[src/mcc_defs.vh]
/*
 * Constants for the memory controller corrections block: field widths,
 * cycle figures, refresh prescale and option register 1 bit positions.
 * Assumes inclusion by bare name from the design files under src/.
 */
`ifndef MCC_DEFS_VH
`define MCC_DEFS_VH

// ****************************************************************
// Field widths
// ****************************************************************
`define MCC_ADDR_W          26
`define MCC_PGS_W           3
`define MCC_CYCLE_LENGTH_COUNT_W          4
`define MCC_REFRESH_PERIOD_COUNT_W          8
`define MCC_LEN_W           5

// ****************************************************************
// Page compare: lowest compared address line for code 000, and highest compared line
// ****************************************************************
`define MCC_PG_BASE32       10
`define MCC_PG_BASE16       9
`define MCC_PG_TOP          25

// ****************************************************************
// Timing figures
// ****************************************************************
`define MCC_REF_PRESCALE    16
`define MCC_SRAM_BASE       5'h02
`define MCC_DRAM_WR_EXTRA   5'h01

// ****************************************************************
// Option register 1 bits 3 and 2
// ****************************************************************
`define MCC_OR1_HI_BIT      3
`define MCC_OR1_LO_BIT      2

`endif

[src/mcc_ctrl.v]
/*
 * Memory controller access sequencer: page-hit detection, DRAM column
 * strobe timing with delayed write, SRAM burst-type cycle length,
 * burst inhibit, parity qualification, and refresh request timing.
 * Assumes access requests synchronous to mclk_i, held until done_o.
 */
// What this block does
// - Page size code selects compared address lines
// - Delayed write adds clock to page-hit writes
// - Without delayed write, reads equal writes
// - Delayed write applies to internal and external masters
// - Burst SRAM cycle is count plus two, plus setup
// - No parity check when external ack is high at access end
// - Early strobe negate ignores synchronous bus setting
// - Burst ack off asserts burst inhibit
// - Option one bits 3:2 reset to zero, loaded from config pins on first clock
// - Refresh period is (count+1) times sixteen clocks
// - DRAM cycle table means total clocks
// - Chip select asserted with relax, negate, zero count
// - Burst-type external master unsupported in master mode
`timescale 1ns/100ps
`include "mcc_defs.vh"

module mcc_ctrl (
    input  wire                    mclk_i,
    input  wire                    nrst_i,
    input  wire                    req_i,
    input  wire                    write_i,
    input  wire                    is_dram_i,
    input  wire                    ext_master_i,
    input  wire                    ext_burst_type_i,
    input  wire                    master_mode_i,
    input  wire                    port16_i,
    input  wire [`MCC_ADDR_W-1:0]  addr_i,
    input  wire                    ext_ack_i,
    input  wire                    parity_enable_i,
    input  wire [`MCC_PGS_W-1:0]   page_size_select_i,
    input  wire                    page_mode_enable_i,
    input  wire                    delay_write_extra_i,
    input  wire [`MCC_CYCLE_LENGTH_COUNT_W-1:0]  cycle_length_count_i,
    input  wire                    access_setup_extra_i,
    input  wire                    early_strobe_negate_i,
    input  wire                    sync_bus_i,
    input  wire                    burst_ack_enable_i,
    input  wire                    timing_relax_i,
    input  wire                    strobe_negate_timing_i,
    input  wire [1:0]              config_pins_i,
    input  wire                    or1_write_i,
    input  wire [1:0]              or1_wdata_i,
    input  wire                    refresh_enable_i,
    input  wire [`MCC_REFRESH_PERIOD_COUNT_W-1:0]  refresh_period_count_i,
    output wire                    ready_o,
    output reg                     done_o,
    output reg                     chip_select_o,
    output reg                     col_strobe_o,
    output reg                     burst_inhibit_o,
    output reg                     parity_check_o,
    output reg                     page_hit_o,
    output reg                     unsupported_o,
    output reg  [`MCC_LEN_W-1:0]   cycle_len_o,
    output reg  [1:0]              or1_bits_o,
    output wire                    refresh_req_o
);

// ****************************************************************
// States
// ****************************************************************
localparam ST_IDLE = 2'b00;
localparam ST_RUN  = 2'b01;
localparam ST_DONE = 2'b10;

reg  [1:0]              state_reg;
reg  [1:0]              state_next;
reg  [`MCC_LEN_W-1:0]   count_reg;
reg  [`MCC_LEN_W-1:0]   len_reg;
reg  [`MCC_LEN_W-1:0]   len_next;
reg  [`MCC_LEN_W-1:0]   strobe_on;
reg  [`MCC_LEN_W-1:0]   strobe_off;
reg  [`MCC_ADDR_W-1:0]  last_addr_reg;
reg                     last_valid_reg;
reg                     or1_loaded_reg;
reg                     wr_reg;
reg                     dram_reg;
reg                     dly_reg;
wire [`MCC_ADDR_W-1:0]  page_mask;
wire                    hit_now;
wire                    refuse;
wire                    take_now;
wire                    dly_now;
wire [4:0]              low_line;

// ****************************************************************
// Page compare mask, one generate step per address line
// ****************************************************************
// Codes pair up: 000 alone, then 001/010, 011/100, 101/110, 111
assign low_line = (port16_i ? 5'd`MCC_PG_BASE16 : 5'd`MCC_PG_BASE32)
                + {1'b0, ({1'b0, page_size_select_i} + 4'h1) >> 1};

genvar gi;
generate
    for (gi = 0; gi < `MCC_ADDR_W; gi = gi + 1) begin : g_mask
        assign page_mask[gi] = (gi >= low_line) && (gi <= `MCC_PG_TOP);
    end
endgenerate

assign hit_now = is_dram_i && page_mode_enable_i && last_valid_reg
               && (((addr_i ^ last_addr_reg) & page_mask) == {`MCC_ADDR_W{1'b0}});

// Burst-type external master in master mode is not served
assign refuse  = ext_master_i && ext_burst_type_i && master_mode_i;
assign take_now = (state_reg == ST_IDLE) && req_i && !refuse;
assign dly_now  = is_dram_i && write_i && hit_now && delay_write_extra_i;
assign ready_o = (state_reg == ST_IDLE);

// ****************************************************************
// Cycle length
// ****************************************************************
always @* begin
    len_next = {1'b0, cycle_length_count_i} + `MCC_SRAM_BASE;
    if (is_dram_i) begin
        // Count plus one is total clocks for the access, not count plus added waits
        len_next = {1'b0, cycle_length_count_i} + 5'h01;
        // Extra clock only on page-hit writes, any master
        if (write_i && hit_now && delay_write_extra_i) begin
            len_next = len_next + `MCC_DRAM_WR_EXTRA;
        end // else reads and writes match
    end else if (ext_master_i && ext_burst_type_i) begin
        len_next = {1'b0, cycle_length_count_i} + `MCC_SRAM_BASE
                 + {4'h0, access_setup_extra_i};
    end
end

// Column strobe window, shifted one clock by delayed write
always @* begin
    strobe_on  = dly_reg ? 5'h01 : 5'h00;
    strobe_off = dly_reg ? len_reg : len_reg - 5'h01;
end

// ****************************************************************
// Sequencer
// ****************************************************************
always @* begin
    state_next = state_reg;
    case (state_reg)
        ST_IDLE: begin
            if (req_i && !refuse) begin
                state_next = ST_RUN;
            end
        end
        ST_RUN: begin
            if (count_reg + 5'h01 >= len_reg) begin
                state_next = ST_DONE;
            end
        end
        ST_DONE: state_next = ST_IDLE;
        default: state_next = ST_IDLE;
    endcase
end

always @(posedge mclk_i or negedge nrst_i) begin
    if (!nrst_i) begin
        state_reg       <= ST_IDLE;
        count_reg       <= 5'h00;
        len_reg         <= 5'h01;
        last_addr_reg   <= {`MCC_ADDR_W{1'b0}};
        last_valid_reg  <= 1'b0;
        wr_reg          <= 1'b0;
        dram_reg        <= 1'b0;
        dly_reg         <= 1'b0;
        done_o          <= 1'b0;
        chip_select_o   <= 1'b0;
        col_strobe_o    <= 1'b0;
        burst_inhibit_o <= 1'b0;
        parity_check_o  <= 1'b0;
        page_hit_o      <= 1'b0;
        unsupported_o   <= 1'b0;
        cycle_len_o     <= 5'h00;
    end else begin
        state_reg     <= state_next;
        done_o        <= 1'b0;
        unsupported_o <= (state_reg == ST_IDLE) && req_i && refuse;
        case (state_reg)
            ST_IDLE: begin
                count_reg <= 5'h00;
                if (req_i && !refuse) begin
                    len_reg       <= len_next;
                    cycle_len_o   <= len_next;
                    page_hit_o    <= hit_now;
                    wr_reg        <= write_i;
                    dram_reg      <= is_dram_i;
                    dly_reg       <= dly_now;
                    // Asserted whatever relax/negate/count combine to
                    chip_select_o <= 1'b1;
                    burst_inhibit_o <= !burst_ack_enable_i;
                    if (is_dram_i) begin
                        last_addr_reg  <= addr_i;
                        last_valid_reg <= 1'b1;
                    end
                end
            end
            ST_RUN: begin
                count_reg <= count_reg + 5'h01;
                // Early negate acts without regard to sync_bus_i
                if (early_strobe_negate_i && !timing_relax_i
                    && (count_reg + 5'h02 >= len_reg)) begin
                    chip_select_o <= 1'b0;
                end
                if (state_next == ST_DONE) begin
                    done_o         <= 1'b1;
                    // Externally acknowledged ends are never parity checked
                    parity_check_o <= parity_enable_i && !ext_ack_i
                                      && !wr_reg;
                end
            end
            ST_DONE: begin
                chip_select_o   <= 1'b0;
                burst_inhibit_o <= 1'b0;
                parity_check_o  <= 1'b0;
            end
            default: chip_select_o <= 1'b0;
        endcase
        // First strobe clock is decided from the take itself, so the window
        // of one access never leaks into the first clock of the next
        if (take_now) begin
            col_strobe_o <= is_dram_i && !dly_now && (len_next > 5'h01);
        end else begin
            col_strobe_o <= dram_reg && (state_reg == ST_RUN) && (state_next == ST_RUN)
                            && (count_reg + 5'h01 >= strobe_on)
                            && (count_reg + 5'h01 < strobe_off);
        end
    end
end

// ****************************************************************
// Option register 1 bits 3:2, loaded from pins after reset
// ****************************************************************
// Async reset takes a constant; the pins are caught on the first edge
always @(posedge mclk_i or negedge nrst_i) begin
    if (!nrst_i) begin
        or1_loaded_reg <= 1'b0;
        or1_bits_o     <= 2'b00;
    end else if (!or1_loaded_reg) begin
        or1_loaded_reg <= 1'b1;
        or1_bits_o     <= config_pins_i;
    end else if (or1_write_i) begin
        or1_bits_o <= or1_wdata_i;
    end
end

// ****************************************************************
// Refresh timer
// ****************************************************************
mcc_refresh u_refresh (
    .mclk_i                 (mclk_i),
    .nrst_i                 (nrst_i),
    .enable_i               (refresh_enable_i),
    .refresh_period_count_i (refresh_period_count_i),
    .refresh_req_o          (refresh_req_o)
);

endmodule // mcc_ctrl

[src/mcc_refresh.v]
/*
 * Refresh request timer for the memory controller.
 * Assumes one system clock and a synchronous enable from the controller.
 */
`timescale 1ns/100ps
`include "mcc_defs.vh"

module mcc_refresh (
    input  wire                    mclk_i,
    input  wire                    nrst_i,
    input  wire                    enable_i,
    input  wire [`MCC_REFRESH_PERIOD_COUNT_W-1:0]  refresh_period_count_i,
    output reg                     refresh_req_o
);

// ****************************************************************
// Prescaler: one tick every sixteen clocks
// ****************************************************************
reg  [3:0]              pre_reg;
reg  [`MCC_REFRESH_PERIOD_COUNT_W-1:0]  cnt_reg;
wire                    tick;

assign tick = (pre_reg == 4'hF);

always @(posedge mclk_i or negedge nrst_i) begin
    if (!nrst_i) begin
        pre_reg       <= 4'h0;
        cnt_reg       <= {`MCC_REFRESH_PERIOD_COUNT_W{1'b0}};
        refresh_req_o <= 1'b0;
    end else if (!enable_i) begin
        pre_reg       <= 4'h0;
        cnt_reg       <= {`MCC_REFRESH_PERIOD_COUNT_W{1'b0}};
        refresh_req_o <= 1'b0;
    end else begin
        pre_reg       <= pre_reg + 4'h1;
        refresh_req_o <= 1'b0;
        if (tick) begin
            // Period is (count + 1) * 16 clocks
            if (cnt_reg >= refresh_period_count_i) begin
                cnt_reg       <= {`MCC_REFRESH_PERIOD_COUNT_W{1'b0}};
                refresh_req_o <= 1'b1;
            end else begin
                cnt_reg <= cnt_reg + {{(`MCC_REFRESH_PERIOD_COUNT_W-1){1'b0}}, 1'b1};
            end
        end
    end
end

endmodule // mcc_refresh

[config.mk]
export PLATFORM = sky130hd
export DESIGN_NAME = mcc_ctrl
export DESIGN_NICKNAME = d
export VERILOG_FILES = /design/src/mcc_ctrl.v /design/src/mcc_refresh.v
export VERILOG_INCLUDE_DIRS = /design/src /design/src/src
export SDC_FILE = /design/constraint.sdc
export NUM_CORES = 1
export LEC_CHECK = 0
export BUFFER_PORTS_ARGS = -buffer_cell sky130_fd_sc_hd__clkbuf_2
export CORE_MARGIN = 1.5
export CORE_UTILIZATION = 57
export CTS_CLUSTER_DIAMETER = 50
export CTS_CLUSTER_SIZE = 28
export DETAILED_ROUTE_END_ITERATION = 16
export PLACE_DENSITY = 0.85
export SETUP_SLACK_MARGIN = 0.5
export SLEW_MARGIN = 20
export SYNTH_ARGS = -nofsm -noshare
export SYNTH_HDL_FRONTEND = slang
export SYNTH_HIERARCHICAL = 1
export SYNTH_SLANG_ARGS = --single-unit
[constraint.sdc]
create_clock -name mclk_i -period 3.5 [get_ports mclk_i]
set_clock_uncertainty 0.1 [all_clocks]
set_input_delay 0.35 -clock mclk_i [delete_from_list [all_inputs] [get_ports mclk_i]]
set_output_delay 0.35 -clock mclk_i [all_outputs]
set_load 0.05 [all_outputs]
==> summary.json <==
{
  "report.final.setup_viol": {"value": 0},
  "largest_register_ff_count": {"value": 26},
  "synth_largest_type_area_fraction": {"value": 35.5, "unit": "%"},
  "crit_family": {"value": "adder cells"},
  "drt_iter0_markers": {"value": 190},
  "postSynth.topFlopCell": {"value": "sky130_fd_sc_hd__dfrtp_1"},
  "drt_drc_violations_left": {"value": 0},
  "cell_breakdown_of_the_critical_path": {"value": "buf_8 > ha_4 > ha_4 > fa_2 > ha_4 > buf_6 > buf_6 > buf_6 > a211oi_2 > buf_4 > nor4_4 > nand4_4 > buf_4 > mux2i_2 > a211oi_2 > a31oi_1"},
  "p_int": {"value": 0.00210, "unit": "W"},
  "floorplan.core_area": {"value": 7770, "unit": "µm²"},
  "cts.reportedPaths.clkPinSlew": {"value": 0.08, "unit": "ns"},
  "firstDrtPassIters": {"value": 4},
  "worstSetupPathType": {"value": "in2reg"},
  "port_buffers": {"value": 79},
  "critical_path.slowest_cell": {"value": "sky130_fd_sc_hd__fa_2"},
  "areaGrowthSynthToFinish": {"value": 21.7, "unit": "%"},
  "ant_nets": {"value": 0},
  "total_routed_length": {"value": 10800, "unit": "µm"},
  "layout.cells.most_common_list": {"value": "sky130_fd_sc_hd__clkbuf_2, sky130_fd_sc_hd__dfrtp_1, sky130_fd_sc_hd__nand2_1"},
  "critPathMaxStageDelay": {"value": 0.37, "unit": "ns"},
  "worst-slew-pin-transition": {"value": 0.835, "unit": "ns"},
  "synth_top_cells_by_area": {"value": "sky130_fd_sc_hd__dfrtp_1, sky130_fd_sc_hd__ha_1, sky130_fd_sc_hd__mux2_2, sky130_fd_sc_hd__xor2_1, sky130_fd_sc_hd__nand2_1"},
  "critical_path_data_required_time": {"value": 3.62, "unit": "ns"},
  "synth_cell_types": {"value": 74},
  "global_route_wire_length_before_repair": {"value": 17800, "unit": "µm"},
  "timing.critical_path.to_type": {"value": "flip-flop"},
  "max-cap-violations": {"value": 0},
  "synth_largest_area_cell": {"value": "sky130_fd_sc_hd__dfrtp_1"},
  "route.vias.total": {"value": 3938},
  "synthesis.area": {"value": 4580, "unit": "µm²"},
  "critical_path.startpoint_type": {"value": "input pin"},
  "synth-edff-count": {"value": 0},
  "grt_start_max_net_pins": {"value": 67},
  "synth.net_count": {"value": 575},
  "die-area": {"value": 8570, "unit": "µm²"},
  "drt-vias-per-instance": {"value": 5.84},
  "fp.dieW": {"value": 92.6, "unit": "µm"},
  "root_buffer": {"value": "sky130_fd_sc_hd__clkbuf_8"},
  "floorplan.io_pins": {"value": 82},
  "synthCells": {"value": 469},
  "drv_slew": {"value": 0},
  "combPwrFrac": {"value": 46.8, "unit": "%"},
  "place.detailed.hpwl": {"value": 7880, "unit": "µm"},
  "number_of_clock_sinks": {"value": 66},
  "hold_path_class": {"value": "in2async"},
  "critical_path_arrival": {"value": 3.26, "unit": "ns"},
  "yosys_warnings": {"value": 6},
  "count_of_state_elements_after_synthesis": {"value": 66},
  "grtUsageTotal": {"value": 26.2, "unit": "%"},
  "die_h": {"value": 92.6, "unit": "µm"},
  "run_status": {"value": "finished, final reports clean"},
  "power.density_cell_area": {"value": 641, "unit": "nW/µm²"},
  "power.share.clock": {"value": 18.3, "unit": "%"},
  "cts_tree": {"value": "done"},
  "grt_setup_unrepaired": {"value": "yes"},
  "relSlewSlack": {"value": 44.3, "unit": "%"},
  "critPathMaxFanout": {"value": 8},
  "drive_gt1_share": {"value": 32.3, "unit": "%"},
  "max_freq": {"value": 318, "unit": "MHz"},
  "switching_share": {"value": 41.1, "unit": "%"},
  "synth_area_per_cell": {"value": 9.76, "unit": "µm²"},
  "power_leakage": {"value": 2.58, "unit": "nW"},
  "cts-buffers-inserted": {"value": 9},
  "clock_insertion_delay_worst_skew": {"value": 0.33, "unit": "ns"},
  "seq_area_frac_synth": {"value": 36.1, "unit": "%"},
  "std_cell_rows": {"value": 32},
  "utilization": {"value": 71.7, "unit": "%"},
  "grt_antenna_before_repair": {"value": 0},
  "critical_path.n_buffers_inverters": {"value": 6},
  "wl_per_cell": {"value": 16.1, "unit": "µm"},
  "cts.hold.buffers_added": {"value": 0},
  "insertedDiodeCount": {"value": 0},
  "first_global_vias": {"value": 3951},
  "multi_input_comb_area": {"value": 2860, "unit": "µm²"},
  "vdd_ir_drop_max": {"value": 0.459, "unit": "mV"},
  "period_minus_slack": {"value": 3.14, "unit": "ns"},
  "setup_tns": {"value": 0, "unit": "ns"},
  "seq_area": {"value": 1650, "unit": "µm²"},
  "gpl.final_weighted_congestion": {"value": 0.919},
  "clockBufferDepth": {"value": 2},
  "part_of_the_total_power_dissipated_in_sequential_elements": {"value": 34.9, "unit": "%"},
  "remaining_overflow_grt": {"value": 0},
  "fillerInstances": {"value": 579},
  "ys_async_sr_fraction": {"value": 100, "unit": "%"},
  "final_nets": {"value": 673},
  "layout.cells.most_common": {"value": "sky130_fd_sc_hd__clkbuf_2"},
  "hold_violations": {"value": 0},
  "h-tree-depth": {"value": 3},
  "switching_power": {"value": 0.00147, "unit": "W"},
  "initial_core_util": {"value": 58.9, "unit": "%"},
  "final.period_utilization": {"value": 89.9, "unit": "%"},
  "hold_ws": {"value": 0.0806, "unit": "ns"}
}
metal layers:
metal	GRT usage, %	routed length (µm)	up-vias
met5	0	0	-
met3	5.50	524	28
met2	46.2	5630	120
met1	31.5	4430	1906
met4	8.85	258	0
li1	-	-	1884
cell type report:
class	instances	share of cell area [%]
multi-input cells	355	51.4
flip-flops and latches	66	29.7
repair buffers	104	10.9
clock buffers	10	2.47
well taps	102	2.29
inverters	31	2.13
clock inverters	6	1.19
cell usage after synthesis (all sizes together), types with 4 or more instances:
| cell type | instances |
|---|---|
| dfrtp | 65 |
| nand2 | 50 |
| ha | 39 |
| inv | 30 |
| o21ai | 29 |
| mux2 | 27 |
| xor2 | 27 |
| nand3 | 20 |
| a21oi | 18 |
| nor2 | 15 |
| xnor2 | 13 |
| clkbuf | 9 |
| a31oi | 8 |
| buf | 8 |
| nor3 | 8 |
| nor2b | 7 |
| and2 | 6 |
| mux2i | 6 |
| nand2b | 6 |
| nand4 | 6 |
| a211oi | 5 |
| and3 | 4 |
| nor4 | 4 |
per-stage QoR:
step | total power [W] | area (µm²) | setup WS [ns] | instances
6_report | 0.00357 | 5570 | 0.355 | 674
3_3_place_gp | 0.00278 | 5170 | -0.0308 | 648
5_1_grt | 0.00381 | 5570 | 0.207 | 674
3_5_place_dp | 0.00285 | 5170 | -0.102 | 648
2_1_floorplan | 0.00246 | 4640 | 0.263 | 469
4_1_cts | 0.00355 | 5490 | 0.398 | 673
power groups by stage:
stage | Sequential, W | Clock [W] | Combinational, W
final | 0.00124 | 0.000653 | 0.00167
after global routing | 0.00128 | 0.000693 | 0.00184
after CTS | 0.00124 | 0.000661 | 0.00164
after detailed placement | 0.00126 | 0 | 0.00160
after global placement | 0.00123 | 0 | 0.00154
after floorplan | 0.00130 | 0 | 0.00116
repair_timing:
action / 4_1_cts / 5_1_grt
endpoints found under the setup margin: 7 / 8
gates resized for setup: 12 / 18
gates cloned: 0 / 0
buffers inserted: 9 / 1
pin swaps: 10 / 6
final timing paths:
kind | startpoint | endpoint | slack, ns | cells past startpoint
max | page_size_select_i[0] | col_strobe_o | 0.36 | 16
min | nrst_i | last_addr_reg[22] | 0.08 | 2
max reg2reg | count_reg[0] | col_strobe_o | 0.59 | 10
min reg2reg | last_valid_reg | last_valid_reg | 0.37 | 1
max in group asynchronous | nrst_i | last_addr_reg[7] | 2.66 | 2
min in group mclk_i | burst_ack_enable_i | burst_inhibit_o | 0.11 | 2
cells by family (layout without fill, tap and decap cells):
kind of cell / count (synthesis) / count (layout) / share of synthesized area (%)
simple gates: 139 / 139 / 16.3
compound gates: 101 / 101 / 15.8
flops: 66 / 66 / 36.1
buf+inv: 48 / 151 / 4.76
fa+ha+maj: 41 / 41 / 11.3
xor+xnor: 40 / 40 / 7.66
mux: 33 / 33 / 7.96
other cells: 1 / 1 / 0.0820
Power figures use the tool's default switching activity.
